$ cat src/verilog/branch_defs.svh
`ifndef BRANCH_DEFS_SVH
`define BRANCH_DEFS_SVH

// Instruction fields, counted with bit 0 as the least significant bit
`define LONG_OFS_HI 25
`define LONG_OFS_LO 2
`define COND_OFS_HI 15
`define COND_OFS_LO 2
`define OPT_HI 25
`define OPT_LO 21
`define SEL_HI 20
`define SEL_LO 16
`define ABS_BIT 1
`define LINK_BIT 0
`define SIGN_BIT 15

// Bits inside the five-bit branch_options field
`define OPT_IGNORE_COND 4
`define OPT_SENSE 3
`define OPT_NO_DEC 2
`define OPT_CTR_ZERO 1
`define OPT_HINT 0

// Address arithmetic
`define ADDR_STEP 32'h0000_0004
`define ALIGN_MASK 32'hffff_fffc
`define ZERO_WORD 32'h0000_0000
`define LOW_PAD 2'h0

// Register port indices and reset values
`define IDX_LINK 2'h0
`define IDX_COUNT 2'h1
`define IDX_STATUS 2'h2
`define IDX_STATS 2'h3
`define RST_LINK 32'h0000_0000
`define RST_COUNT 32'h0000_0000
`define RST_STAT 16'h0000
`define STAT_ONE 16'h0001
`define COUNT_STEP 32'h0000_0001
`define STATUS_PAD 27'h0000000

`endif

$ cat src/verilog/branch_pkg.sv
package branch_pkg;

    // Branch form as classified by the decoder
    typedef enum logic [1:0] {
        KIND_DIRECT = 2'h0,
        KIND_COND = 2'h1,
        KIND_LINK = 2'h2,
        KIND_COUNT = 2'h3
    } kind_t;

    // Resolution state, one-hot
    typedef enum logic [2:0] {
        ST_IDLE = 3'h1,
        ST_WAIT_REG = 3'h2,
        ST_UNRESOLVED = 3'h4
    } state_t;

endpackage

$ cat src/verilog/branch_calc_if.sv
`timescale 1ns/1ps

// Operands in, target and sequential address out
interface branch_calc_if;
    logic [31:0] instr;
    branch_pkg::kind_t kind;
    logic [31:0] instrAddr;
    logic [31:0] linkVal;
    logic [31:0] countVal;
    logic [31:0] target;
    logic [31:0] seqAddr;

    modport core (
        output instr, kind, instrAddr, linkVal, countVal,
        input target, seqAddr
    );
    modport calc (
        input instr, kind, instrAddr, linkVal, countVal,
        output target, seqAddr
    );
endinterface

$ cat src/verilog/branch_target_calc.sv
`timescale 1ns/1ps
`include "branch_defs.svh"

module branch_target_calc (
    branch_calc_if.calc bus
);
    logic [31:0] longDisp;
    logic [31:0] condDisp;
    logic [31:0] disp;
    logic [31:0] base;
    logic [31:0] raw;

    // Offsets padded with two zero bits, then sign-extended
    assign longDisp = {{6{bus.instr[`LONG_OFS_HI]}},
        bus.instr[`LONG_OFS_HI:`LONG_OFS_LO], `LOW_PAD}; // [RULE_09]
    assign condDisp = {{16{bus.instr[`COND_OFS_HI]}},
        bus.instr[`COND_OFS_HI:`COND_OFS_LO], `LOW_PAD}; // [RULE_10]

    // Absolute select drops the instruction address from the sum
    assign disp = (bus.kind == branch_pkg::KIND_DIRECT) ?
        longDisp : condDisp;
    assign base = bus.instr[`ABS_BIT] ? `ZERO_WORD :
        bus.instrAddr; // [RULE_13] [RULE_11] [RULE_12]

    // Register forms take the register; displacement forms the sum
    always_comb
    begin
        unique case (bus.kind)
            branch_pkg::KIND_LINK: raw = bus.linkVal; // [RULE_15]
            branch_pkg::KIND_COUNT: raw = bus.countVal; // [RULE_15]
            default: raw = base + disp; // [RULE_05]
        endcase
    end

    // Fetch is word based, so the two low bits never leave here
    assign bus.target = raw & `ALIGN_MASK; // [RULE_08]
    assign bus.seqAddr = (bus.instrAddr + `ADDR_STEP) & `ALIGN_MASK;
endmodule

$ cat src/verilog/branch_target_and_resolution.sv
`timescale 1ns/1ps
`include "branch_defs.svh"

// Function
// RULE_01: Resolve at once when tested bit unlocked
// RULE_02: Interlocked branch uses static prediction
// RULE_03: Fetch predicted path, confirm when interlock clears
// RULE_04: Misprediction purges and fetches other path
// RULE_05: Displacement targets computed at decode time
// RULE_06: Register targets wait for register write
// RULE_07: Link written after target, taken or not
// RULE_08: Low two target bits ignored
// RULE_09: Long offset plus address for relative
// RULE_10: Short offset plus address when satisfied
// RULE_11: Long offset alone for absolute
// RULE_12: Short offset alone for conditional absolute
// RULE_13: Bit 30 selects absolute or relative
// RULE_14: Bit 31 requests link update
// RULE_15: Register target with low bits cleared
// RULE_16: Options pick sense, ignore, counter test
// RULE_17: Prediction from options, sign and hint
// RULE_18: Select field picks one of 32 flags
// RULE_19: Not satisfied means next sequential word
module branch_target_and_resolution (
    input wire logic mclk,
    input wire logic rst_n,
    input wire logic decodeValid,
    output logic decodeReady,
    input wire logic [31:0] instr,
    input wire branch_pkg::kind_t kind,
    input wire logic [31:0] instrAddr,
    input wire logic [31:0] condFlags,
    input wire logic [31:0] condPending,
    input wire logic linkBusy,
    input wire logic countBusy,
    input wire logic [1:0] regAddr,
    input wire logic [31:0] regWdata,
    input wire logic regWrite,
    input wire logic regRead,
    output logic [31:0] regRdata,
    output logic redirect,
    output logic [31:0] fetchAddr,
    output logic purge,
    output logic branchDone,
    output logic unresolved,
    output logic predictTaken
);
    branch_pkg::state_t state;
    branch_pkg::state_t next_state;
    branch_calc_if calcBus ();

    logic [31:0] returnLink;
    logic [31:0] loopCounter;
    logic [31:0] heldInstr;
    branch_pkg::kind_t heldKind;
    logic [31:0] heldAddr;
    logic [31:0] altAddr;
    logic [4:0] savedOpts;
    logic [4:0] savedSel;
    logic savedCtrOk;
    logic [15:0] hitCount;
    logic [15:0] missCount;

    logic [31:0] curInstr;
    branch_pkg::kind_t curKind;
    logic [31:0] curAddr;
    logic [4:0] opts;
    logic [4:0] sel;
    logic [31:0] nextCounter;
    logic decCounter;
    logic ctrOk;
    logic interlock;
    logic taken;
    logic guess;
    logic usesReg;
    logic regBusy;
    logic go;
    logic settle;
    logic actual;
    logic idle;
    logic [31:0] statusWord;

    // Flag number 0 is the most significant bit of the flag word
    function automatic logic flagAt(input logic [31:0] flags,
        input logic [4:0] idx);
        flagAt = flags[~idx];
    endfunction

    // Condition part of the options test
    function automatic logic condMet(input logic [4:0] o,
        input logic bit_);
        condMet = o[`OPT_IGNORE_COND] | (bit_ == o[`OPT_SENSE]);
    endfunction

    // Software write strobe aimed at one register index
    function automatic logic wrHit(input logic we, input logic [1:0] ad,
        input logic [1:0] idx);
        wrHit = we & (ad == idx);
    endfunction

    // Idle is the only state in which a new branch is looked at
    assign idle = (state == branch_pkg::ST_IDLE);

    // Decode stage holds the branch until accepted in idle
    assign curInstr = idle ? instr : heldInstr;
    assign curKind = idle ? kind : heldKind;
    assign curAddr = idle ? instrAddr : heldAddr;
    assign opts = curInstr[`OPT_HI:`OPT_LO];
    assign sel = curInstr[`SEL_HI:`SEL_LO]; // [RULE_18]

    // Target arithmetic lives in its own module
    assign calcBus.instr = curInstr;
    assign calcBus.kind = curKind;
    assign calcBus.instrAddr = curAddr;
    assign calcBus.linkVal = returnLink;
    assign calcBus.countVal = loopCounter;

    branch_target_calc calcUnit (
        .bus(calcBus.calc)
    );

    // Counter decrement and test; unconditional form never counts
    assign decCounter = (curKind != branch_pkg::KIND_DIRECT) &
        ~opts[`OPT_NO_DEC]; // [RULE_16]
    assign nextCounter = loopCounter - `COUNT_STEP;
    assign ctrOk = opts[`OPT_NO_DEC] |
        ((nextCounter != `ZERO_WORD) ^ opts[`OPT_CTR_ZERO]); // [RULE_16]

    // Scan of in-flight writers to the tested flag
    assign interlock = (curKind != branch_pkg::KIND_DIRECT) &
        ~opts[`OPT_IGNORE_COND] & flagAt(condPending, sel); // [RULE_01]

    // Outcome when the flag is already settled
    assign taken = (curKind == branch_pkg::KIND_DIRECT) |
        (ctrOk & condMet(opts, flagAt(condFlags, sel))); // [RULE_01]

    // Static guess from the encoding
    assign guess = ((opts[`OPT_IGNORE_COND] & opts[`OPT_NO_DEC]) |
        curInstr[`SIGN_BIT]) ^ opts[`OPT_HINT]; // [RULE_17]

    // Register targets need the register written first
    assign usesReg = (curKind == branch_pkg::KIND_LINK) |
        (curKind == branch_pkg::KIND_COUNT);
    assign regBusy = ((curKind == branch_pkg::KIND_LINK) & linkBusy) |
        ((curKind == branch_pkg::KIND_COUNT) & countBusy); // [RULE_06]

    // A branch is evaluated in idle or once its register is ready
    assign go = ((state == branch_pkg::ST_IDLE) & decodeValid &
        ~(usesReg & regBusy)) |
        ((state == branch_pkg::ST_WAIT_REG) & ~regBusy); // [RULE_06]

    // Unresolved branch settles when its flag is no longer pending
    assign settle = (state == branch_pkg::ST_UNRESOLVED) &
        ~flagAt(condPending, savedSel); // [RULE_03]
    assign actual = savedCtrOk &
        condMet(savedOpts, flagAt(condFlags, savedSel)); // [RULE_03]

    // Only one branch in flight; a second one waits at decode
    assign decodeReady = idle;
    assign unresolved = (state == branch_pkg::ST_UNRESOLVED);

    // Next state
    always_comb
    begin
        next_state = state;
        unique case (state)
            branch_pkg::ST_IDLE:
            begin
                if (decodeValid & usesReg & regBusy)
                    next_state = branch_pkg::ST_WAIT_REG; // [RULE_06]
                else if (go & interlock)
                    next_state = branch_pkg::ST_UNRESOLVED; // [RULE_02]
            end
            branch_pkg::ST_WAIT_REG:
            begin
                if (go & interlock)
                    next_state = branch_pkg::ST_UNRESOLVED; // [RULE_02]
                else if (go)
                    next_state = branch_pkg::ST_IDLE;
            end
            branch_pkg::ST_UNRESOLVED:
            begin
                if (settle)
                    next_state = branch_pkg::ST_IDLE; // [RULE_03]
            end
            default: next_state = branch_pkg::ST_IDLE;
        endcase
    end

    // State register
    always_ff @(posedge mclk or negedge rst_n)
    begin
        if (!rst_n)
            state <= branch_pkg::ST_IDLE;
        else
            state <= next_state;
    end

    // Capture the branch so it survives a register wait
    always_ff @(posedge mclk or negedge rst_n)
    begin
        if (!rst_n)
        begin
            heldInstr <= `ZERO_WORD;
            heldKind <= branch_pkg::KIND_DIRECT;
            heldAddr <= `ZERO_WORD;
        end
        else if ((state == branch_pkg::ST_IDLE) & decodeValid)
        begin
            heldInstr <= instr;
            heldKind <= kind;
            heldAddr <= instrAddr;
        end
    end

    // Facts kept for the later check of an unresolved branch
    always_ff @(posedge mclk or negedge rst_n)
    begin
        if (!rst_n)
        begin
            savedOpts <= 5'h00;
            savedSel <= 5'h00;
            savedCtrOk <= 1'b0;
            predictTaken <= 1'b0;
            altAddr <= `ZERO_WORD;
        end
        else if (go & interlock)
        begin
            savedOpts <= opts;
            savedSel <= sel;
            savedCtrOk <= ctrOk;
            predictTaken <= guess; // [RULE_02]
            altAddr <= guess ? calcBus.seqAddr : calcBus.target;
        end
    end

    // Fetch steering: resolved, predicted, or corrected path
    always_ff @(posedge mclk or negedge rst_n)
    begin
        if (!rst_n)
        begin
            redirect <= 1'b0;
            fetchAddr <= `ZERO_WORD;
        end
        else if (go & ~interlock)
        begin
            redirect <= 1'b1;
            fetchAddr <= taken ? calcBus.target :
                calcBus.seqAddr; // [RULE_01] [RULE_19]
        end
        else if (go)
        begin
            redirect <= 1'b1;
            fetchAddr <= guess ? calcBus.target :
                calcBus.seqAddr; // [RULE_02] [RULE_03]
        end
        else if (settle & (actual != predictTaken))
        begin
            redirect <= 1'b1;
            fetchAddr <= altAddr; // [RULE_04]
        end
        else
            redirect <= 1'b0;
    end

    // Purge on a wrong guess; done pulse on every completion
    always_ff @(posedge mclk or negedge rst_n)
    begin
        if (!rst_n)
        begin
            purge <= 1'b0;
            branchDone <= 1'b0;
        end
        else
        begin
            purge <= settle & (actual != predictTaken); // [RULE_04]
            branchDone <= (go & ~interlock) | settle; // [RULE_03]
        end
    end

    // Link gets the next address after the target used the old value
    always_ff @(posedge mclk or negedge rst_n)
    begin
        if (!rst_n)
            returnLink <= `RST_LINK;
        else if (go & curInstr[`LINK_BIT])
            returnLink <= calcBus.seqAddr; // [RULE_07] [RULE_14]
        else if (wrHit(regWrite, regAddr, `IDX_LINK))
            returnLink <= regWdata;
    end

    // Counter decrements once, when the branch is evaluated
    always_ff @(posedge mclk or negedge rst_n)
    begin
        if (!rst_n)
            loopCounter <= `RST_COUNT;
        else if (go & decCounter)
            loopCounter <= nextCounter; // [RULE_16]
        else if (wrHit(regWrite, regAddr, `IDX_COUNT))
            loopCounter <= regWdata;
    end

    // Prediction statistics; they wrap rather than saturate
    always_ff @(posedge mclk or negedge rst_n)
    begin
        if (!rst_n)
        begin
            hitCount <= `RST_STAT;
            missCount <= `RST_STAT;
        end
        else if (wrHit(regWrite, regAddr, `IDX_STATS))
        begin
            hitCount <= `RST_STAT;
            missCount <= `RST_STAT;
        end
        else if (settle & (actual == predictTaken))
            hitCount <= hitCount + `STAT_ONE;
        else if (settle)
            missCount <= missCount + `STAT_ONE;
    end

    // Status word: guess, link wait and the one-hot state, zero above
    // Link busy is shown live so software can see why a link branch waits; count busy is not shown
    assign statusWord = {`STATUS_PAD, predictTaken, linkBusy, state};

    // Read data appear in the cycle after the strobe only
    always_ff @(posedge mclk or negedge rst_n)
    begin
        if (!rst_n)
            regRdata <= `ZERO_WORD;
        else if (regRead)
        begin
            unique case (regAddr)
                `IDX_LINK: regRdata <= returnLink;
                `IDX_COUNT: regRdata <= loopCounter;
                `IDX_STATUS: regRdata <= statusWord;
                `IDX_STATS: regRdata <= {hitCount, missCount};
            endcase
        end
        else
            regRdata <= `ZERO_WORD;
    end
endmodule

$ cat config.mk
export PLATFORM = sky130hd
export DESIGN_NAME = branch_target_and_resolution
export DESIGN_NICKNAME = d
export VERILOG_FILES = /design/src/verilog/branch_pkg.sv /design/src/verilog/branch_calc_if.sv /design/src/verilog/branch_target_calc.sv /design/src/verilog/branch_target_and_resolution.sv
export VERILOG_INCLUDE_DIRS = /design/src /design/src/verilog
export SDC_FILE = /design/constraint.sdc
export NUM_CORES = 1
export LEC_CHECK = 0
export BUFFER_PORTS_ARGS = -buffer_cell sky130_fd_sc_hd__buf_2
export CORE_UTILIZATION = 35
export DETAILED_ROUTE_END_ITERATION = 8
export PLACE_DENSITY_LB_ADDON = 0.3
export SLEW_MARGIN = 20
export SYNTH_ARGS = -nofsm -noshare
export SYNTH_HDL_FRONTEND = slang
export SYNTH_SLANG_ARGS = --single-unit
$ cat constraint.sdc
create_clock -name mclk -period 6.7 [get_ports mclk]
set_clock_uncertainty 0.2 [all_clocks]
set_input_delay 0.67 -clock mclk [delete_from_list [all_inputs] [get_ports mclk]]
set_output_delay 0.67 -clock mclk [all_outputs]
set_load 0.1 [all_outputs]
==> run summary <==
Min path
• HP Start: regWdata[4]
• class of the worst hold path: primary input to flop
• number of cells traversed by the worst hold path: 3
• end of the worst hold path: calcBus.countVal[4]

Worst setup path
• critical path start-end classification: flop to flop
• startpoint of the worst register-to-register path: state[0]
• capture instance of the worst register-to-register path: fetchAddr[29]
• CP Capture Type: flop
• cells on worst reg2reg path: 15
• reg-to-reg slack, setup: 730 ps
• kind of launch point of the worst setup path: flop
• Worst EP arrival: 6210 ps
• CP Max Fanout: 70
• required time of the worst setup path: 6940 ps

CTS
• Sinks on Clock Net: 261
• TritonCTS clock tree: built
• H-Tree Level Count: 2
• number of buffers inserted during clock tree synthesis: 34
• clock input transition at the sequential cells of the worst setup and hold paths: 60 ps
• worst skew pair latency: 560 ps
• number of buffers on the longest clock path: 3
• CTS root buffer: sky130_fd_sc_hd__clkbuf_16

Pwr
• combinational group share of total power: 0.603
• part of the total power dissipated in sequential elements: 0.240
• switching component of the power: 6.281 mW
• Power, Total: 12.06 mW
• Int Power: 5.775 mW
• leakage dissipation: 9.523 nW
• Sw Ratio: 0.5210
• worst-case vdd ir drop: 0.2712 mV
• Clk network pwr share: 0.157
• total power density per cell area: 558.8 nW/um2

Placed design
• dpl hpwl: 50.25 mm
• number of input and output port buffers inserted: 230
• Setup Slack @ Placement: 791.4 ps
• GP Congestion: 0.8835
• post-placement cell count: 2934
• area after detailed placement: 20400 um2

Detailed routing
• Avg Vias per Cell: 5.726
• total number of vias: 17162
• DRC Markers: 0
• post-detailed-route wirelength per cell: 22.39 um
• Total Wirelength: 67.10 mm
• First-pass DRT Iterations: 9
• violation count after the first detailed-route iteration: 1653
• Post-DRT Antenna Nets: 0

Cells and area
• share of final-layout standard cells stronger than drive strength 1: 0.2019
• layout overhead on the synthesized area: 15.48%
• post-route cell area: 21580 um2
• fill cell instance count of the final layout: 5253
• count of non-filler cells in the finished layout: 2997
• fraction of the core area covered by cells at the end of the flow: 0.4098
• Total Nets Final: 2489

Floorplan
• Die Y: 233.1 um
• number of rows in the core area: 84
• initial core utilization: 0.3548
• chip width: 233.1 um
• Core ar.: 52660 um2
• full die area: 54310 um2
• Boundary Pins: 241

Synth
• count of flip-flops with a built-in enable after synthesis: 0
• post-synthesis sequential area ratio: 0.3496
• number of warning messages in the yosys log: 0
• main combinational cell family by area after synthesis: simple AND/OR/NAND/NOR gates
• Async SR Flop Fraction: 1.000
• average footprint of a synthesized cell: 8.768 um2
• number of register bits inferred by synthesis: 261
• area fraction in compound gates after synthesis: 0.1673
• adder-cell area share of the yosys netlist: 0.02384
• post-synth cell types: 94
• post-synthesis simple-gate area fraction: 0.1921
• primary flip-flop cell chosen by synthesis mapping: sky130_fd_sc_hd__dfrtp_1
• Synth Cell Area: 18680 um2
• number of instances in the synthesized netlist: 2131
• fraction of synthesized area in multiplexers: 0.1855
• Synth Area in XOR/XNOR: 0.04125

STA
• sum of negative setup slack: 0 ps
• clock period minus final worst setup slack: 5966 ps
• Final Hold Slack: 163.9 ps
• final setup violation count: 0
• final clock period utilization by the worst path: 0.8905
• Fmax: 167.6 MHz
• RSZ-0062 raised after global routing: no
• headroom to the max-slew limit: 0.2582
• fin worst setup slack: 733.9 ps
• hold violation total from the final report: 0
• count of final max-slew check failures: 0
• measured slew at the worst slew-check pin: 1113 ps

GRT
• All-Layer GR Usage: 0.2465
• wire length of the first global-routing pass: 102.5 mm
• number of global-route vias before repair: 16584
• largest net degree at the start of global routing: 113
• initial antenna violation count: 3
• global route total overflow: 0

Job
• max-capacitance violation count: 0

Run status
• status: completed

## what timing repair did
item                      in CTS  in global routing
resized for setup              0                  0
hold endpoints to repair      86                  0
setup buffers                  0                  0
hold buffers                   1                  0
## area by class of cell
class / count / area, um2 / share of cell area
antenna: 1 / 2.502 / 0.0001160
clock buffer: 48 / 983.4 / 0.04558
clock inverter: 13 / 172.7 / 0.008003
inverter: 37 / 140.1 / 0.006495
multi-input combinational: 1692 / 11480 / 0.5320
sequential: 261 / 6534 / 0.3028
tap: 688 / 860.8 / 0.03990
timing repair buffer: 257 / 1404 / 0.06507
## power groups by stage
stage / clock [mW] / combinational (mW) / sequential, mW
after floorplan: 0 / 4.60 / 3.44
after global placement: 0 / 7.06 / 2.88
after detailed placement: 0 / 7.15 / 2.91
after CTS: 1.92 / 7.20 / 2.88
after global routing: 1.98 / 7.79 / 2.98
final: 1.89 / 7.27 / 2.90
## worst max-delay path, cell delays in order (launching register included)
cell	delay [ps]
sky130_fd_sc_hd__dfstp_2	610
sky130_fd_sc_hd__or3b_4	630
sky130_fd_sc_hd__clkinv_2	190
sky130_fd_sc_hd__buf_12	310
sky130_fd_sc_hd__mux2i_1	510
sky130_fd_sc_hd__nor2_1	90
sky130_fd_sc_hd__ha_1	360
sky130_fd_sc_hd__and4b_1	240
sky130_fd_sc_hd__o21ai_0	390
sky130_fd_sc_hd__o211ai_1	260
sky130_fd_sc_hd__a221o_1	470
sky130_fd_sc_hd__a2111oi_0	750
sky130_fd_sc_hd__nor3_1	140
sky130_fd_sc_hd__xnor2_1	300
sky130_fd_sc_hd__a211oi_1	130
sky130_fd_sc_hd__o22a_1	210
## cells in the final DEF (no fill, tap or decap), drive strengths merged, types with 40 or more instances in the layout
master and instances:
nor2 215, dfrtp 260, xnor2 40, buf 256, mux2i 192, o21ai 167
mux2 86, clkbuf 48, xor2 48, nand2 268, and2 49, nand3 50
a21oi 134
## cells in the mapped netlist (all sizes together), types with 5 or more instances
library cell,n,share of area
xnor2,40,0.019
nand3,50,0.013
o211ai,19,0.0076
nor2,215,0.044
nor3,32,0.0088
a32oi,5,0.0027
mux2,86,0.052
o22a,13,0.0061
a31oi,29,0.0097
nand4,16,0.0054
inv,36,0.0072
o21a,10,0.0040
nand2,268,0.054
nor2b,21,0.0070
a21o,16,0.0064
or2,12,0.0040
or3,15,0.0050
o31ai,9,0.0036
o22ai,8,0.0027
mux4,25,0.030
a2111oi,5,0.0033
mux2i,192,0.10
buf,47,0.014
and3,25,0.0084
o21ai,167,0.045
a211o,6,0.0028
xor2,48,0.023
a311oi,6,0.0028
and4,6,0.0028
nor4,14,0.0063
a21oi,134,0.036
nand2b,10,0.0033
dfrtp,260,0.35
ha,34,0.023
a22oi,12,0.0048
and2,49,0.016
nor3b,9,0.0036
a211oi,16,0.0071
clkbuf,95,0.019
## registers in the layout, summed over array words and instances (netlist names)
register / count
altAddr: 30
savedOpts: 2
savedSel: 5
savedCtrOk: 1
regRdata: 32
purge: 1
branchDone: 1
fetchAddr: 30
calcBus.linkVal: 32
heldAddr: 30
redirect: 1
missCount: 16
predictTaken: 1
calcBus.countVal: 32
heldKind: 2
state: 3
heldInstr: 26
hitCount: 16
## cells by family after synthesis
logic type / after synthesis
simple gates: 763
compound gates: 501
mux: 303
flops: 261
buf+inv: 179
xor+xnor: 88
fa+ha+maj: 35
other cells: 1
## layer usage
layer | GRT usage | share of wire | up-vias
li1 | - | - | 7956
met1 | 0.3517 | 0.45 | 8429
met2 | 0.3816 | 0.45 | 682
met3 | 0.03894 | 0.072 | 93
met4 | 0.07333 | 0.028 | 2
met5 | 0 | 0.00019 | -
## how the worst max path moves through the flow
stage / slack [ps] / cells after the start / from / end
4_1_cts: 760 / 18 / state[0] / altAddr[29]
3_5_place_dp: 790 / 18 / state[0] / altAddr[29]
5_1_grt: 410 / 18 / state[0] / altAddr[29]
3_3_place_gp: 840 / 18 / state[0] / altAddr[29]
2_1_floorplan: 130 / 24 / state[0] / altAddr[29]
6_report: 730 / 15 / state[0] / fetchAddr[29]
Note: power is estimated with default switching activity, not from simulation.
